File: src/verilog/ulf_pkg.sv
// constants, types and helpers of the line format and baud generator block
package ulf_pkg;
	localparam int unsigned CLK_HZ      = 100_000_000;
	// register indices; byte address is four times the index
	localparam logic [2:0]  IDX_DIV_LO  = 3'h0;
	localparam logic [2:0]  IDX_DATA    = 3'h0;
	localparam logic [2:0]  IDX_DIV_HI  = 3'h1;
	localparam logic [2:0]  IDX_LFC     = 3'h3;
	localparam logic [2:0]  IDX_STAT    = 3'h5;
	localparam logic [2:0]  IDX_CSEL    = 3'h6;
	// line format control fields
	localparam int          LFC_WLEN    = 0;
	localparam int          LFC_STOP    = 2;
	localparam int          LFC_PAR_ON  = 3;
	localparam int          LFC_PAR_EVN = 4;
	localparam int          LFC_PAR_FIX = 5;
	localparam int          LFC_BREAK   = 6;
	localparam int          LFC_DIV_WIN = 7;
	// status fields
	localparam int          ST_RX_RDY   = 0;
	localparam int          ST_OVERRUN  = 1;
	localparam int          ST_PAR_ERR  = 2;
	localparam int          ST_FRM_ERR  = 3;
	localparam int          ST_THR_EMP  = 5;
	localparam int          ST_TX_EMP   = 6;
	// reset values
	localparam logic [7:0]  LFC_RST     = 8'h00;
	localparam logic [15:0] DIV_RST     = 16'h0000;
	localparam logic [1:0]  CSEL_RST    = 2'h0;
	// oversampling counts, in sixteen-times ticks
	localparam logic [4:0]  TICK_BIT    = 5'h10;
	localparam logic [4:0]  TICK_HALF   = 5'h08;
	localparam logic [4:0]  TICK_STOP15 = 5'h18;
	localparam logic [4:0]  TICK_STOP2  = 5'h20;
	// generator input clocks and their phase steps at the system rate
	localparam longint      SRC_1843_HZ = 1_843_200;
	localparam longint      SRC_3072_HZ = 3_072_000;
	localparam longint      SRC_8000_HZ = 8_000_000;
	localparam longint      SRC_TEST_HZ = 48_000_000;
	localparam logic [31:0] STEP_1843   = 32'((SRC_1843_HZ << 32) / CLK_HZ);
	localparam logic [31:0] STEP_3072   = 32'((SRC_3072_HZ << 32) / CLK_HZ);
	localparam logic [31:0] STEP_8000   = 32'((SRC_8000_HZ << 32) / CLK_HZ);
	localparam logic [31:0] STEP_TEST   = 32'((SRC_TEST_HZ << 32) / CLK_HZ);

	typedef enum logic [1:0] {
		SRC_1843 = 2'b00,
		SRC_3072 = 2'b01,
		SRC_8000 = 2'b10,
		SRC_TEST = 2'b11
	} ulf_src_e;

	typedef enum logic [2:0] {
		FR_IDLE  = 3'b000,
		FR_START = 3'b001,
		FR_DATA  = 3'b010,
		FR_PAR   = 3'b011,
		FR_STOP  = 3'b100
	} ulf_frame_e;

	// keep only the bits of the selected word length
	function automatic logic [7:0] data_mask(input logic [7:0] d, input logic [1:0] wl);
		data_mask = d & (8'hff >> (2'd3 - wl));
	endfunction

	// parity bit for masked data
	function automatic logic par_bit(input logic [7:0] d, input logic even, input logic fixed);
		if (fixed) begin
			par_bit = ~even;
		end else begin
			par_bit = even ? ^d : ~^d;
		end
	endfunction
endpackage

File: src/verilog/ulf_fmt_if.sv
// character format and baud tick shared between the block's modules
interface ulf_fmt_if;
	logic [1:0] wlen;
	logic       par_on;
	logic       par_even;
	logic       par_fix;
	logic       rx_abort;
	logic       tick16;

	modport ctl (output wlen, output par_on, output par_even, output par_fix, output rx_abort, input tick16);
	modport gen (output tick16);
	modport rx  (input wlen, input par_on, input par_even, input par_fix, input rx_abort, input tick16);
endinterface

File: src/verilog/ulf_baud_gen.sv
// selectable generator input clock and sixteen-times divisor counter
module ulf_baud_gen (
	input  wire logic        mclk,
	input  wire logic        reset_n,
	input  wire logic        ce,
	input  wire logic [1:0]  src_sel,
	input  wire logic [15:0] divisor,
	input  wire logic        reload,
	ulf_fmt_if.gen           f
);
	logic [31:0] acc_r;
	logic [31:0] step;
	logic [32:0] sum;
	logic [15:0] cnt_r;
	logic        tick_r;

	always_comb begin
		unique case (ulf_pkg::ulf_src_e'(src_sel))
			ulf_pkg::SRC_1843: step = ulf_pkg::STEP_1843;
			ulf_pkg::SRC_3072: step = ulf_pkg::STEP_3072;
			ulf_pkg::SRC_8000: step = ulf_pkg::STEP_8000;
			ulf_pkg::SRC_TEST: step = ulf_pkg::STEP_TEST;
		endcase
	end

	// carry out marks one edge of the generator input clock
	assign sum = {1'b0, acc_r} + {1'b0, step};

	always_ff @(posedge mclk or negedge reset_n) begin
		if (!reset_n) begin
			acc_r <= 32'h0000_0000;
		end else if (ce) begin
			acc_r <= sum[31:0];
		end
	end

	always_ff @(posedge mclk or negedge reset_n) begin
		if (!reset_n) begin
			cnt_r  <= ulf_pkg::DIV_RST;
			tick_r <= 1'b0;
		end else if (ce) begin
			tick_r <= 1'b0;
			if (reload) begin
				cnt_r <= divisor;
			end else if (sum[32]) begin
				if (cnt_r <= 16'h0001) begin
					tick_r <= 1'b1;
					cnt_r  <= divisor;
				end else begin
					cnt_r <= cnt_r - 16'h0001;
				end
			end
		end
	end

	assign f.tick16 = tick_r;
endmodule

File: src/verilog/ulf_rx.sv
// receiver: pin synchroniser, start detection, data, parity and stop sampling
module ulf_rx (
	input  wire logic       mclk,
	input  wire logic       reset_n,
	input  wire logic       ce,
	input  wire logic       sin,
	ulf_fmt_if.rx           f,
	output logic [7:0]      rx_data,
	output logic            rx_done,
	output logic            rx_perr,
	output logic            rx_ferr
);
	logic [2:0]            sync_r;
	logic                  line_r;
	ulf_pkg::ulf_frame_e   st_r;
	logic [4:0]            cnt_r;
	logic [2:0]            bit_r;
	logic [7:0]            sh_r;
	logic [7:0]            word;
	logic                  samp;

	always_ff @(posedge mclk or negedge reset_n) begin
		if (!reset_n) begin
			sync_r <= 3'h7;
			line_r <= 1'b1;
		end else if (ce) begin
			sync_r <= {sync_r[1:0], sin};
			if (sync_r[1] == sync_r[2]) begin
				line_r <= sync_r[2];
			end
		end
	end

	assign word = sh_r >> (2'd3 - f.wlen);
	assign samp = f.tick16 && (cnt_r == ulf_pkg::TICK_BIT - 5'h01);

	always_ff @(posedge mclk or negedge reset_n) begin
		if (!reset_n) begin
			st_r    <= ulf_pkg::FR_IDLE;
			cnt_r   <= 5'h00;
			bit_r   <= 3'h0;
			sh_r    <= 8'h00;
			rx_data <= 8'h00;
			rx_done <= 1'b0;
			rx_perr <= 1'b0;
			rx_ferr <= 1'b0;
		end else if (ce) begin
			rx_done <= 1'b0;
			if (f.rx_abort) begin
				st_r <= ulf_pkg::FR_IDLE;
			end else if (f.tick16) begin
				cnt_r <= cnt_r + 5'h01;
				unique case (st_r)
					ulf_pkg::FR_IDLE: begin
						cnt_r <= 5'h00;
						if (!line_r) begin
							st_r <= ulf_pkg::FR_START;
						end
					end
					ulf_pkg::FR_START: begin
						if (cnt_r == ulf_pkg::TICK_HALF - 5'h01) begin
							cnt_r <= 5'h00;
							bit_r <= 3'h0;
							rx_perr <= 1'b0;
							st_r  <= line_r ? ulf_pkg::FR_IDLE : ulf_pkg::FR_DATA;
						end
					end
					ulf_pkg::FR_DATA: begin
						if (samp) begin
							cnt_r <= 5'h00;
							sh_r  <= {line_r, sh_r[7:1]};
							bit_r <= bit_r + 3'h1;
							if (bit_r == {1'b1, f.wlen}) begin
								st_r <= f.par_on ? ulf_pkg::FR_PAR : ulf_pkg::FR_STOP;
							end
						end
					end
					ulf_pkg::FR_PAR: begin
						if (samp) begin
							cnt_r   <= 5'h00;
							rx_perr <= line_r != ulf_pkg::par_bit(word, f.par_even, f.par_fix);
							st_r    <= ulf_pkg::FR_STOP;
						end
					end
					ulf_pkg::FR_STOP: begin
						if (samp) begin
							rx_data <= word;
							rx_ferr <= ~line_r;
							rx_done <= 1'b1;
							st_r    <= ulf_pkg::FR_IDLE;
						end
					end
					default: st_r <= ulf_pkg::FR_IDLE;
				endcase
			end
		end
	end
endmodule

File: src/verilog/ulf_line_format.sv
// line format control, baud divisor and serial transmitter behind an APB slave
module ulf_line_format (
	input  wire logic        mclk,
	input  wire logic        reset_n,
	input  wire logic        ce,
	input  wire logic        psel,
	input  wire logic        penable,
	input  wire logic        pwrite,
	input  wire logic [4:0]  paddr,
	input  wire logic [31:0] pwdata,
	output logic      [31:0] prdata,
	output logic             pready,
	output logic             pslverr,
	input  wire logic        sin,
	output logic             sout
);
	ulf_fmt_if f ();

	logic [7:0]          lfc_r;
	logic [7:0]          div_lo_r;
	logic [7:0]          div_hi_r;
	logic [1:0]          csel_r;
	logic [15:0]         div_nxt;
	logic [7:0]          rd_val;
	logic [2:0]          idx;
	logic                hit;
	logic                acc;
	logic                wr_go;
	logic                rd_go;
	logic                win;
	logic                div_wr;
	logic                thr_wr;
	logic                rbr_rd;
	logic                st_rd;
	logic [7:0]          thr_r;
	logic                thr_full_r;
	logic                tx_take;
	ulf_pkg::ulf_frame_e tx_st_r;
	logic [4:0]          tx_cnt_r;
	logic [2:0]          tx_bit_r;
	logic [7:0]          tx_sh_r;
	logic [7:0]          tx_char_r;
	logic                tx_line_r;
	logic [4:0]          stop_len;
	logic [7:0]          rbr_r;
	logic                rx_rdy_r;
	logic                ovr_r;
	logic                perr_r;
	logic                ferr_r;
	logic [7:0]          rx_data;
	logic                rx_done;
	logic                rx_perr;
	logic                rx_ferr;
	logic [7:0]          status;

	// register decode
	assign idx    = paddr[4:2];
	assign win    = lfc_r[ulf_pkg::LFC_DIV_WIN];
	assign hit    = (paddr[1:0] == 2'b00) && (idx == ulf_pkg::IDX_DATA || idx == ulf_pkg::IDX_DIV_HI
		|| idx == ulf_pkg::IDX_LFC || idx == ulf_pkg::IDX_STAT || idx == ulf_pkg::IDX_CSEL);
	assign acc    = psel && penable && !pready;
	assign wr_go  = psel && penable && pready && pwrite && !pslverr;
	assign rd_go  = psel && penable && pready && !pwrite && !pslverr;
	assign div_wr = wr_go && win && (idx == ulf_pkg::IDX_DIV_LO || idx == ulf_pkg::IDX_DIV_HI);
	assign thr_wr = wr_go && !win && idx == ulf_pkg::IDX_DATA;
	assign rbr_rd = rd_go && !win && idx == ulf_pkg::IDX_DATA;
	assign st_rd  = rd_go && idx == ulf_pkg::IDX_STAT;

	assign status = {1'b0, thr_full_r == 1'b0 && tx_st_r == ulf_pkg::FR_IDLE, ~thr_full_r,
		2'b00, perr_r | 1'b0, 1'b0, 1'b0} | {4'h0, ferr_r, 1'b0, ovr_r, rx_rdy_r} ^ {5'h00, perr_r, 2'b00};

	always_comb begin
		rd_val = 8'h00;
		unique case (idx)
			ulf_pkg::IDX_DATA:   rd_val = win ? div_lo_r : rbr_r;
			ulf_pkg::IDX_DIV_HI: rd_val = win ? div_hi_r : 8'h00;
			ulf_pkg::IDX_LFC:    rd_val = lfc_r;
			ulf_pkg::IDX_STAT:   rd_val = status;
			ulf_pkg::IDX_CSEL:   rd_val = {6'h00, csel_r};
			default:             rd_val = 8'h00;
		endcase
	end

	// APB answer: one wait cycle, read data latched with pready
	always_ff @(posedge mclk or negedge reset_n) begin
		if (!reset_n) begin
			pready  <= 1'b0;
			pslverr <= 1'b0;
			prdata  <= 32'h0000_0000;
		end else if (ce) begin
			pready <= acc;
			if (acc) begin
				pslverr <= !hit;
				prdata  <= (hit && !pwrite) ? {24'h00_0000, rd_val} : 32'h0000_0000;
			end else begin
				pslverr <= 1'b0;
			end
		end
	end

	// software registers
	always_ff @(posedge mclk or negedge reset_n) begin
		if (!reset_n) begin
			lfc_r    <= ulf_pkg::LFC_RST;
			div_lo_r <= ulf_pkg::DIV_RST[7:0];
			div_hi_r <= ulf_pkg::DIV_RST[15:8];
			csel_r   <= ulf_pkg::CSEL_RST;
		end else if (ce && wr_go) begin
			if (idx == ulf_pkg::IDX_LFC) begin
				lfc_r <= pwdata[7:0];
			end
			if (div_wr && idx == ulf_pkg::IDX_DIV_LO) begin
				div_lo_r <= pwdata[7:0];
			end
			if (div_wr && idx == ulf_pkg::IDX_DIV_HI) begin
				div_hi_r <= pwdata[7:0];
			end
			if (idx == ulf_pkg::IDX_CSEL) begin
				csel_r <= pwdata[1:0];
			end
		end
	end

	// format fields to receiver and transmitter
	assign f.wlen     = lfc_r[ulf_pkg::LFC_WLEN +: 2];
	assign f.par_on   = lfc_r[ulf_pkg::LFC_PAR_ON];
	assign f.par_even = lfc_r[ulf_pkg::LFC_PAR_EVN];
	assign f.par_fix  = lfc_r[ulf_pkg::LFC_PAR_FIX];
	assign f.rx_abort = div_wr;

	// divisor as it stands after this cycle's write, so a reload takes the new byte
	assign div_nxt = {(div_wr && idx == ulf_pkg::IDX_DIV_HI) ? pwdata[7:0] : div_hi_r,
		(div_wr && idx == ulf_pkg::IDX_DIV_LO) ? pwdata[7:0] : div_lo_r};

	ulf_baud_gen u_gen (
		.mclk    (mclk),
		.reset_n (reset_n),
		.ce      (ce),
		.src_sel (csel_r),
		.divisor (div_nxt),
		.reload  (div_wr),
		.f       (f)
	);

	ulf_rx u_rx (
		.mclk    (mclk),
		.reset_n (reset_n),
		.ce      (ce),
		.sin     (sin),
		.f       (f),
		.rx_data (rx_data),
		.rx_done (rx_done),
		.rx_perr (rx_perr),
		.rx_ferr (rx_ferr)
	);

	// receive buffer and sticky flags; a new event wins over the clearing read
	always_ff @(posedge mclk or negedge reset_n) begin
		if (!reset_n) begin
			rbr_r    <= 8'h00;
			rx_rdy_r <= 1'b0;
			ovr_r    <= 1'b0;
			perr_r   <= 1'b0;
			ferr_r   <= 1'b0;
		end else if (ce) begin
			if (rbr_rd) begin
				rx_rdy_r <= 1'b0;
			end
			if (st_rd) begin
				ovr_r  <= 1'b0;
				perr_r <= 1'b0;
				ferr_r <= 1'b0;
			end
			if (rx_done) begin
				rbr_r    <= rx_data;
				rx_rdy_r <= 1'b1;
				if (rx_rdy_r && !rbr_rd) begin
					ovr_r <= 1'b1;
				end
				if (rx_perr) begin
					perr_r <= 1'b1;
				end
				if (rx_ferr) begin
					ferr_r <= 1'b1;
				end
			end
		end
	end

	// holding register; a divisor write drops a waiting character
	assign tx_take = f.tick16 && tx_st_r == ulf_pkg::FR_IDLE && thr_full_r;

	always_ff @(posedge mclk or negedge reset_n) begin
		if (!reset_n) begin
			thr_r      <= 8'h00;
			thr_full_r <= 1'b0;
		end else if (ce) begin
			if (thr_wr) begin
				thr_r      <= pwdata[7:0];
				thr_full_r <= 1'b1;
			end else if (tx_take || div_wr) begin
				thr_full_r <= 1'b0;
			end
		end
	end

	always_comb begin
		if (!lfc_r[ulf_pkg::LFC_STOP]) begin
			stop_len = ulf_pkg::TICK_BIT;
		end else if (f.wlen == 2'b00) begin
			stop_len = ulf_pkg::TICK_STOP15;
		end else begin
			stop_len = ulf_pkg::TICK_STOP2;
		end
	end

	// transmitter; a frame in progress always runs to its end
	always_ff @(posedge mclk or negedge reset_n) begin
		if (!reset_n) begin
			tx_st_r   <= ulf_pkg::FR_IDLE;
			tx_cnt_r  <= 5'h00;
			tx_bit_r  <= 3'h0;
			tx_sh_r   <= 8'h00;
			tx_char_r <= 8'h00;
			tx_line_r <= 1'b1;
		end else if (ce && f.tick16) begin
			tx_cnt_r <= tx_cnt_r + 5'h01;
			unique case (tx_st_r)
				ulf_pkg::FR_IDLE: begin
					tx_cnt_r  <= 5'h00;
					tx_line_r <= 1'b1;
					if (thr_full_r) begin
						tx_sh_r   <= thr_r;
						tx_char_r <= ulf_pkg::data_mask(thr_r, f.wlen);
						tx_line_r <= 1'b0;
						tx_st_r   <= ulf_pkg::FR_START;
					end
				end
				ulf_pkg::FR_START: begin
					if (tx_cnt_r == ulf_pkg::TICK_BIT - 5'h01) begin
						tx_cnt_r  <= 5'h00;
						tx_bit_r  <= 3'h0;
						tx_line_r <= tx_sh_r[0];
						tx_st_r   <= ulf_pkg::FR_DATA;
					end
				end
				ulf_pkg::FR_DATA: begin
					if (tx_cnt_r == ulf_pkg::TICK_BIT - 5'h01) begin
						tx_cnt_r <= 5'h00;
						tx_bit_r <= tx_bit_r + 3'h1;
						tx_sh_r  <= {1'b0, tx_sh_r[7:1]};
						if (tx_bit_r == {1'b1, f.wlen}) begin
							if (f.par_on) begin
								tx_line_r <= ulf_pkg::par_bit(tx_char_r, f.par_even, f.par_fix);
								tx_st_r   <= ulf_pkg::FR_PAR;
							end else begin
								tx_line_r <= 1'b1;
								tx_st_r   <= ulf_pkg::FR_STOP;
							end
						end else begin
							tx_line_r <= tx_sh_r[1];
						end
					end
				end
				ulf_pkg::FR_PAR: begin
					if (tx_cnt_r == ulf_pkg::TICK_BIT - 5'h01) begin
						tx_cnt_r  <= 5'h00;
						tx_line_r <= 1'b1;
						tx_st_r   <= ulf_pkg::FR_STOP;
					end
				end
				ulf_pkg::FR_STOP: begin
					if (tx_cnt_r == stop_len - 5'h01) begin
						tx_cnt_r <= 5'h00;
						tx_st_r  <= ulf_pkg::FR_IDLE;
					end
				end
				default: tx_st_r <= ulf_pkg::FR_IDLE;
			endcase
		end
	end

	// break level overrides the transmitter
	always_ff @(posedge mclk or negedge reset_n) begin
		if (!reset_n) begin
			sout <= 1'b1;
		end else if (ce) begin
			sout <= tx_line_r & ~lfc_r[ulf_pkg::LFC_BREAK];
		end
	end
endmodule

File: config.mk
export PLATFORM = sky130hd
export DESIGN_NAME = ulf_line_format
export DESIGN_NICKNAME = d
export VERILOG_FILES = /design/src/verilog/ulf_pkg.sv /design/src/verilog/ulf_fmt_if.sv /design/src/verilog/ulf_baud_gen.sv /design/src/verilog/ulf_rx.sv /design/src/verilog/ulf_line_format.sv
export SDC_FILE = /design/constraint.sdc
export NUM_CORES = 1
export LEC_CHECK = 0
export ABC_AREA = 1
export BUFFER_PORTS_ARGS = -buffer_cell sky130_fd_sc_hd__buf_2
export CORE_MARGIN = 2
export CORE_UTILIZATION = 51
export DETAILED_ROUTE_END_ITERATION = 8
export PLACE_DENSITY = 0.7
export SLEW_MARGIN = 20
export SYNTH_ARGS = -nofsm -noshare
export SYNTH_HDL_FRONTEND = slang
export SYNTH_SLANG_ARGS = --single-unit
File: constraint.sdc
create_clock -name mclk -period 5 [get_ports mclk]
set_input_delay 0.5 -clock mclk [delete_from_list [all_inputs] [get_ports mclk]]
set_output_delay 0.5 -clock mclk [all_outputs]
set_load 0.005 [all_outputs]
# ---- Yosys cells after proc, flatten, opt, wreduce, memory -nomap -nowiden
# Cells that the tools add are included.
dict set report totals {
  ff_bits 193
  in_bits 44
}
dict set report classes {
  n_mux 85
  shifts 2
  bitwise 9
  magnitude_cmp 1
  reduce_logical 77
  n_addsub 8
  eq_ne 38
}
# operator n
set ops {}
lappend ops {{$pmux W32 S4} 1}
lappend ops {{$mux W3} 19}
lappend ops {{$mux W8} 7}
lappend ops {{$mux W16} 3}
lappend ops {{$pmux W8 S5} 1}
lappend ops {{$mux W1} 38}
lappend ops {{$add A32 B32 Y33} 1}
lappend ops {{$mux W5} 6}
lappend ops {{$pmux W3 S5} 2}
lappend ops {{$pmux W5 S3} 2}
lappend ops {{$logic_and A1 B1 Y1} 25}
lappend ops {{$reduce_and A2 Y1} 9}
lappend ops {{$le A16 B1 Y1 const B} 1}
lappend ops {{$pmux W8 S2} 1}
lappend ops {{$reduce_bool A2 Y1} 8}
lappend ops {{$reduce_xnor A8 Y1} 2}
lappend ops {{$reduce_xor A8 Y1} 2}
lappend ops {{$sub A16 B1 Y16 const B} 1}
lappend ops {{$eq A3 B2 Y1 const B} 5}
lappend ops {{$ne A3 B2 Y1 const B} 5}
lappend ops {{$reduce_and A5 Y1} 3}
lappend ops {{$eq A3 B3 Y1 const B} 4}
lappend ops {{$ne A2 B2 Y1 const B} 6}
lappend ops {{$pmux W3 S2} 2}
lappend ops {{other kinds (37)} 66}

# ---- Logic depth before layout (Yosys ltp)
dict set report depth {
  word_depth 13
  mapped_depth 18
}

# ---- Cells and area by module
# From an unflattened synthesis, not the netlist that was laid out.
dict set report hier_totals {
  cells_unflattened 1586
  area_unflattened_um2 11473.5
}
# module cells_each n_inst seq_area_each_um2 area_each_um2
set by_module_without_submodules {}
lappend by_module_without_submodules {ulf_baud_gen 751 1 1226.2 4763.3}
lappend by_module_without_submodules {ulf_line_format 558 1 2154.6 4611.9}
lappend by_module_without_submodules {ulf_rx 277 1 855.8 2098.3}

# ---- Least setup slack after synthesis
# Ideal clock, no wire load.
dict set report synth_path {
  path_kind {flip-flop to flip-flop}
  start {reg csel_r[0]}
  end {reg u_gen.cnt_r[7]}
  arrival_ps 2605
  stages_incl_launch_ff 19
  setup_time_ps 117
  setup_slack_ps 2278
  period_less_slack_ps 2722
  n_path_buf 1
  cell_sequence {dfrtp_1 -> ha_1 -> inv_1 -> ha_1 -> inv_1 -> fa_1 -> inv_1 -> nand2_1 -> o21ai_0 -> nand3_1 -> nand2_1 -> nand2_1 -> nand2_2 -> nand2_2 -> nand3_4 -> nand2_4 -> buf_6 -> nand2_1 -> nand2_1}
}
dict set report synth_via {
  elab_chain_cells 5
  word_cells_on_any_way 8
  cone_classes {add/sub: 1; eq/ne: 3; mux: 1; reduce/logical: 3}
}
# item line_no
set synth_rtl {}
lappend synth_rtl {{start, declared} ulf_line_format.sv:22} ;# logic [1:0] csel_r;
lappend synth_rtl {{start signal, assigned} ulf_line_format.sv:107} ;# csel_r <= ulf_pkg::CSEL_RST;
lappend synth_rtl {{start signal, assigned} ulf_line_format.sv:119} ;# csel_r <= pwdata[1:0];
lappend synth_rtl {{$eq A2 B2 Y1, or another cell as far along} ulf_baud_gen.sv:18} ;# unique case (ulf_pkg::ulf_src_e'(src_sel))
lappend synth_rtl {{$pmux W32 S4 (*)} ulf_baud_gen.sv:18}
lappend synth_rtl {{$add A32 B32 Y33 (*)} ulf_baud_gen.sv:27} ;# assign sum = {1'b0, acc_r} + {1'b0, step};
lappend synth_rtl {{$reduce_bool A2 Y1 (no line) (*)} --}
lappend synth_rtl {{$reduce_and A2 Y1 (no line) (*)} --}
lappend synth_rtl {{end signal, assigned} ulf_baud_gen.sv:39} ;# cnt_r <= ulf_pkg::DIV_RST;
lappend synth_rtl {{end signal, assigned} ulf_baud_gen.sv:44} ;# cnt_r <= divisor;
lappend synth_rtl {{end signal, assigned} ulf_baud_gen.sv:48} ;# cnt_r <= divisor;
lappend synth_rtl {{end, declared} ulf_baud_gen.sv:14} ;# logic [15:0] cnt_r;
# Every way passes the cells marked *; elsewhere a longest branch is shown, timed or not. The select of a mux whose other input is x is not followed.
# A chain may end at the register's enable or synchronous reset.

# ---- Final worst setup path
dict set report layout_path {
  start {reg csel_r[0]}
  end {reg u_gen.cnt_r[1]}
}
# The elaborated chain is that of the path after synthesis.

==> impl_metrics.yaml <==
finish:
  area_growth_pct: 8.29
  layout-drive-gt1-share_pct: 7.30
  nets: 1622
  final_cells: 1822
  diodes: 0
  fillers: 2020
  design_area_um2: 11800
outcome:
  status: "finished, final reports clean"
placement:
  io_buffers: 30
  gp_routability_congestion: 0.941
  dpl_cell_area_um2: 11200
  place_inst: 1790
  dp_hpwl_mm: 20.9
clock_tree:
  htreeDepth: 4
  insertion_delay_ns: 0.43
  cts.path.max_buffers: 2
  path_clk_slew_ns: 0.07
  postCtsSetupBuffers: 0
  cts_tree: "yes"
  cts.sinks: 169
  cts_made_buffers: 17
  cts_hold_buf: 0
  post_cts_resized: 0
  cts_root_buf: "clkbuf_16"
logic_synthesis:
  syn_inst: 1517
  ys_ff_latch: 169
  ys_async_sr_fraction_pct: 100
  synth_warnings: 0
  synth_ff_type: "dfrtp_1"
  synth_edf_count: 0
  ys_seq_area_share_pct: 38.9
  synth_area_um2: 10900
  avgSynthCellArea_um2: 7.18
  yosysUniqueCellTypes: 57
run:
  max-cap-violations: 0
worst_setup_path:
  cp_slowest_cell: "dfrtp_1"
  required_ns: 5.32
  worstPathArrival_ns: 3.92
  path_cells: "ha_1 > inv_1 > ha_1 > inv_1 > fa_1 > inv_1 > nand2_1 > o21ai_0 > nand3_1 > nand2_1 > nand2_1 > nand2_2 > nand2_2 > nand3_4 > nand2_4 > nand2_1 > nand2_1"
  worst-path-buf-inv: 3
  crit_path_end_kind: "flip-flop"
  start_kind: "flip-flop"
  crit_type: "flip-flop to flip-flop"
  cp_top_family: "simple AND/OR/NAND/NOR gates"
  path_common_cell: "nand2_1"
  max_stage_delay_ns: 0.44
  critPathMaxFanout: 17
global_route:
  grt_pass1_vias: 9019
  gr-total-overflow: 0
  antenna_found_initial: 1
  grt_usage_pct: 26.2
  grt_max_degree: 79
  grt_first_pass_wirelength_mm: 46.7
floorplanning:
  rows: 53
  core_um2: 21000
  die-width_um: 150
  num_io_pins: 79
  initial_core_util_pct: 51.8
  die-area_um2: 22600
  fp.dieH_um: 150
timing:
  skew_ns: 0.0123
  tns_ns: 0
  tightest_slew_ns: 0.924
  fmax_ghz: 0.278
  relSlewSlack_pct: 38.0
  slew_violations: 0
  hold_viol: 0
  rsz0062_at_grt: "no"
  timing.final.crit_share_pct: 72.0
  min_period_ns: 3.60
  setup_viol: 0
routing:
  drc: 0
  via_per_inst: 5.41
  drt_first_iter_violations: 840
  antenna_left: 0
  num_vias: 9861
  wl_mm: 28.4
  routedWlPerCell_um: 15.6
  first_pass_iters: 6
power:
  p_per_area_nw_per_um2: 392
  p_switching_mw: 1.75
  p_clk_share_pct: 30.5
  total_leakage_power_nw: 6.00
  power.share.sequential_pct: 35.7
  vdd_ir_drop_max_v: 0.000220
  pwr-share-comb_pct: 33.8
  p_sw_share_pct: 37.9
  internal-power_mw: 2.88
worst_hold_path:
  hold_path_class: "primary input to async pin"
-- worst paths after layout --
check / from / end / slack [ns] / cells past startpoint
max: csel_r[0]$_DFFE_PN0P_ / u_gen.cnt_r[1]$_DFFE_PN0P_ / 1.40 / 17
min: reset_n / u_rx.sh_r[0]$_DFFE_PN0P_ / 0.11 / 1
max reg2reg: csel_r[0]$_DFFE_PN0P_ / u_gen.cnt_r[1]$_DFFE_PN0P_ / 1.40 / 17
min reg2reg: tx_line_r$_DFFE_PN1P_ / tx_line_r$_DFFE_PN1P_ / 0.47 / 2
max in group asynchronous: reset_n / rbr_r[7]$_DFFE_PN0P_ / 3.74 / 2
min in group mclk: sin / u_rx.sync_r[0]$_DFFE_PN1P_ / 0.28 / 3
-- logic make-up after synthesis --
logic type      count (synthesis)  synth area share (%)
flops                         169                  38.9
simple gates                  751                  29.2
mux                             7                 0.712
other cells                     1                0.0344
fa+ha+maj                      44                  5.12
buf+inv                       239                  9.31
compound gates                274                  14.1
xor+xnor                       32                  2.64
-- flip-flops by register name (all words and copies together), names as in the netlist, 2 cells and up --
register	cells
u_gen.acc_r	32
u_gen.cnt_r	16
div_hi_r	8
div_lo_r	8
lfc_r	8
prdata	8
rbr_r	8
thr_r	8
tx_char_r	8
tx_sh_r	8
u_rx.rx_data	8
u_rx.sh_r	8
tx_cnt_r	5
u_rx.cnt_r	5
tx_bit_r	3
tx_st_r	3
u_rx.bit_r	3
u_rx.st_r	3
u_rx.sync_r	3
csel_r	2
-- power groups by stage --
stage	clock network, mW	logic (mW)	registers (mW)
after floorplan	0	1.19	1.63
after global placement	0	1.52	1.67
after detailed placement	0	1.54	1.67
after CTS	1.43	1.55	1.65
after global routing	1.49	1.77	1.67
final	1.41	1.57	1.65
-- through the flow --
| stage | power, mW | setup WS, ns | utilization, % | hold WS [ns] |
|---|---|---|---|---|
| floorplan | 2.82 | 2.28 | - | 0.204 |
| global placement | 3.19 | 1.53 | 53.2 | 0.456 |
| detailed placement | 3.21 | 1.47 | 53.2 | 0.459 |
| CTS | 4.63 | 1.46 | 56.1 | 0.144 |
| global route | 4.93 | 1.13 | 56.1 | 0.167 |
| finish | 4.63 | 1.40 | 56.1 | 0.114 |
-- cell type report --
type | count | area [µm²] | share of cell area [%]
flip-flops and latches | 169 | 4240 | 35.9
repair buffers | 36 | 201 | 1.71
clock inverters | 13 | 163 | 1.38
inverters | 178 | 668 | 5.66
multi-input cells | 1132 | 5740 | 48.6
well taps | 275 | 344 | 2.92
clock buffers | 19 | 453 | 3.84
-- per-layer routing --
metal / routed length (µm) / up-vias / global-route usage, %
met5: 13 / - / 0
met4: 372 / 2 / 6.37
met3: 1670 / 28 / 4.55
met2: 12600 / 290 / 39.2
met1: 13800 / 4632 / 39.4
li1: - / 4909 / -
-- cells in the final DEF, fill, tap and decap left out, types with 9 or more instances in the layout --
cell type	n
nand2_1	477
inv_1	174
dfrtp_1	163
o21ai_0	156
nand3_1	112
nor2_1	95
a21oi_1	49
ha_1	43
buf_2	29
conb_1	24
nor3_1	19
xor2_1	18
nand4_1	17
clkbuf_16	17
xnor2_1	13
o22ai_1	9
-- synth_stat cells, types with 9 or more instances --
| master | count | area, µm² |
|---|---|---|
| buf_4 | 25 | 188 |
| nand3_1 | 112 | 561 |
| inv_1 | 174 | 653 |
| dfrtp_1 | 163 | 4080 |
| nand2_1 | 477 | 1790 |
| nor2_1 | 96 | 360 |
| xor2_1 | 18 | 158 |
| a21oi_1 | 49 | 245 |
| nand4_1 | 17 | 106 |
| nor3_1 | 19 | 95.1 |
| clkbuf_1 | 25 | 93.8 |
| o22ai_1 | 9 | 56.3 |
| xnor2_1 | 13 | 114 |
| o21ai_0 | 156 | 781 |
| ha_1 | 43 | 538 |
Note: power is estimated with default switching activity, not from simulation.
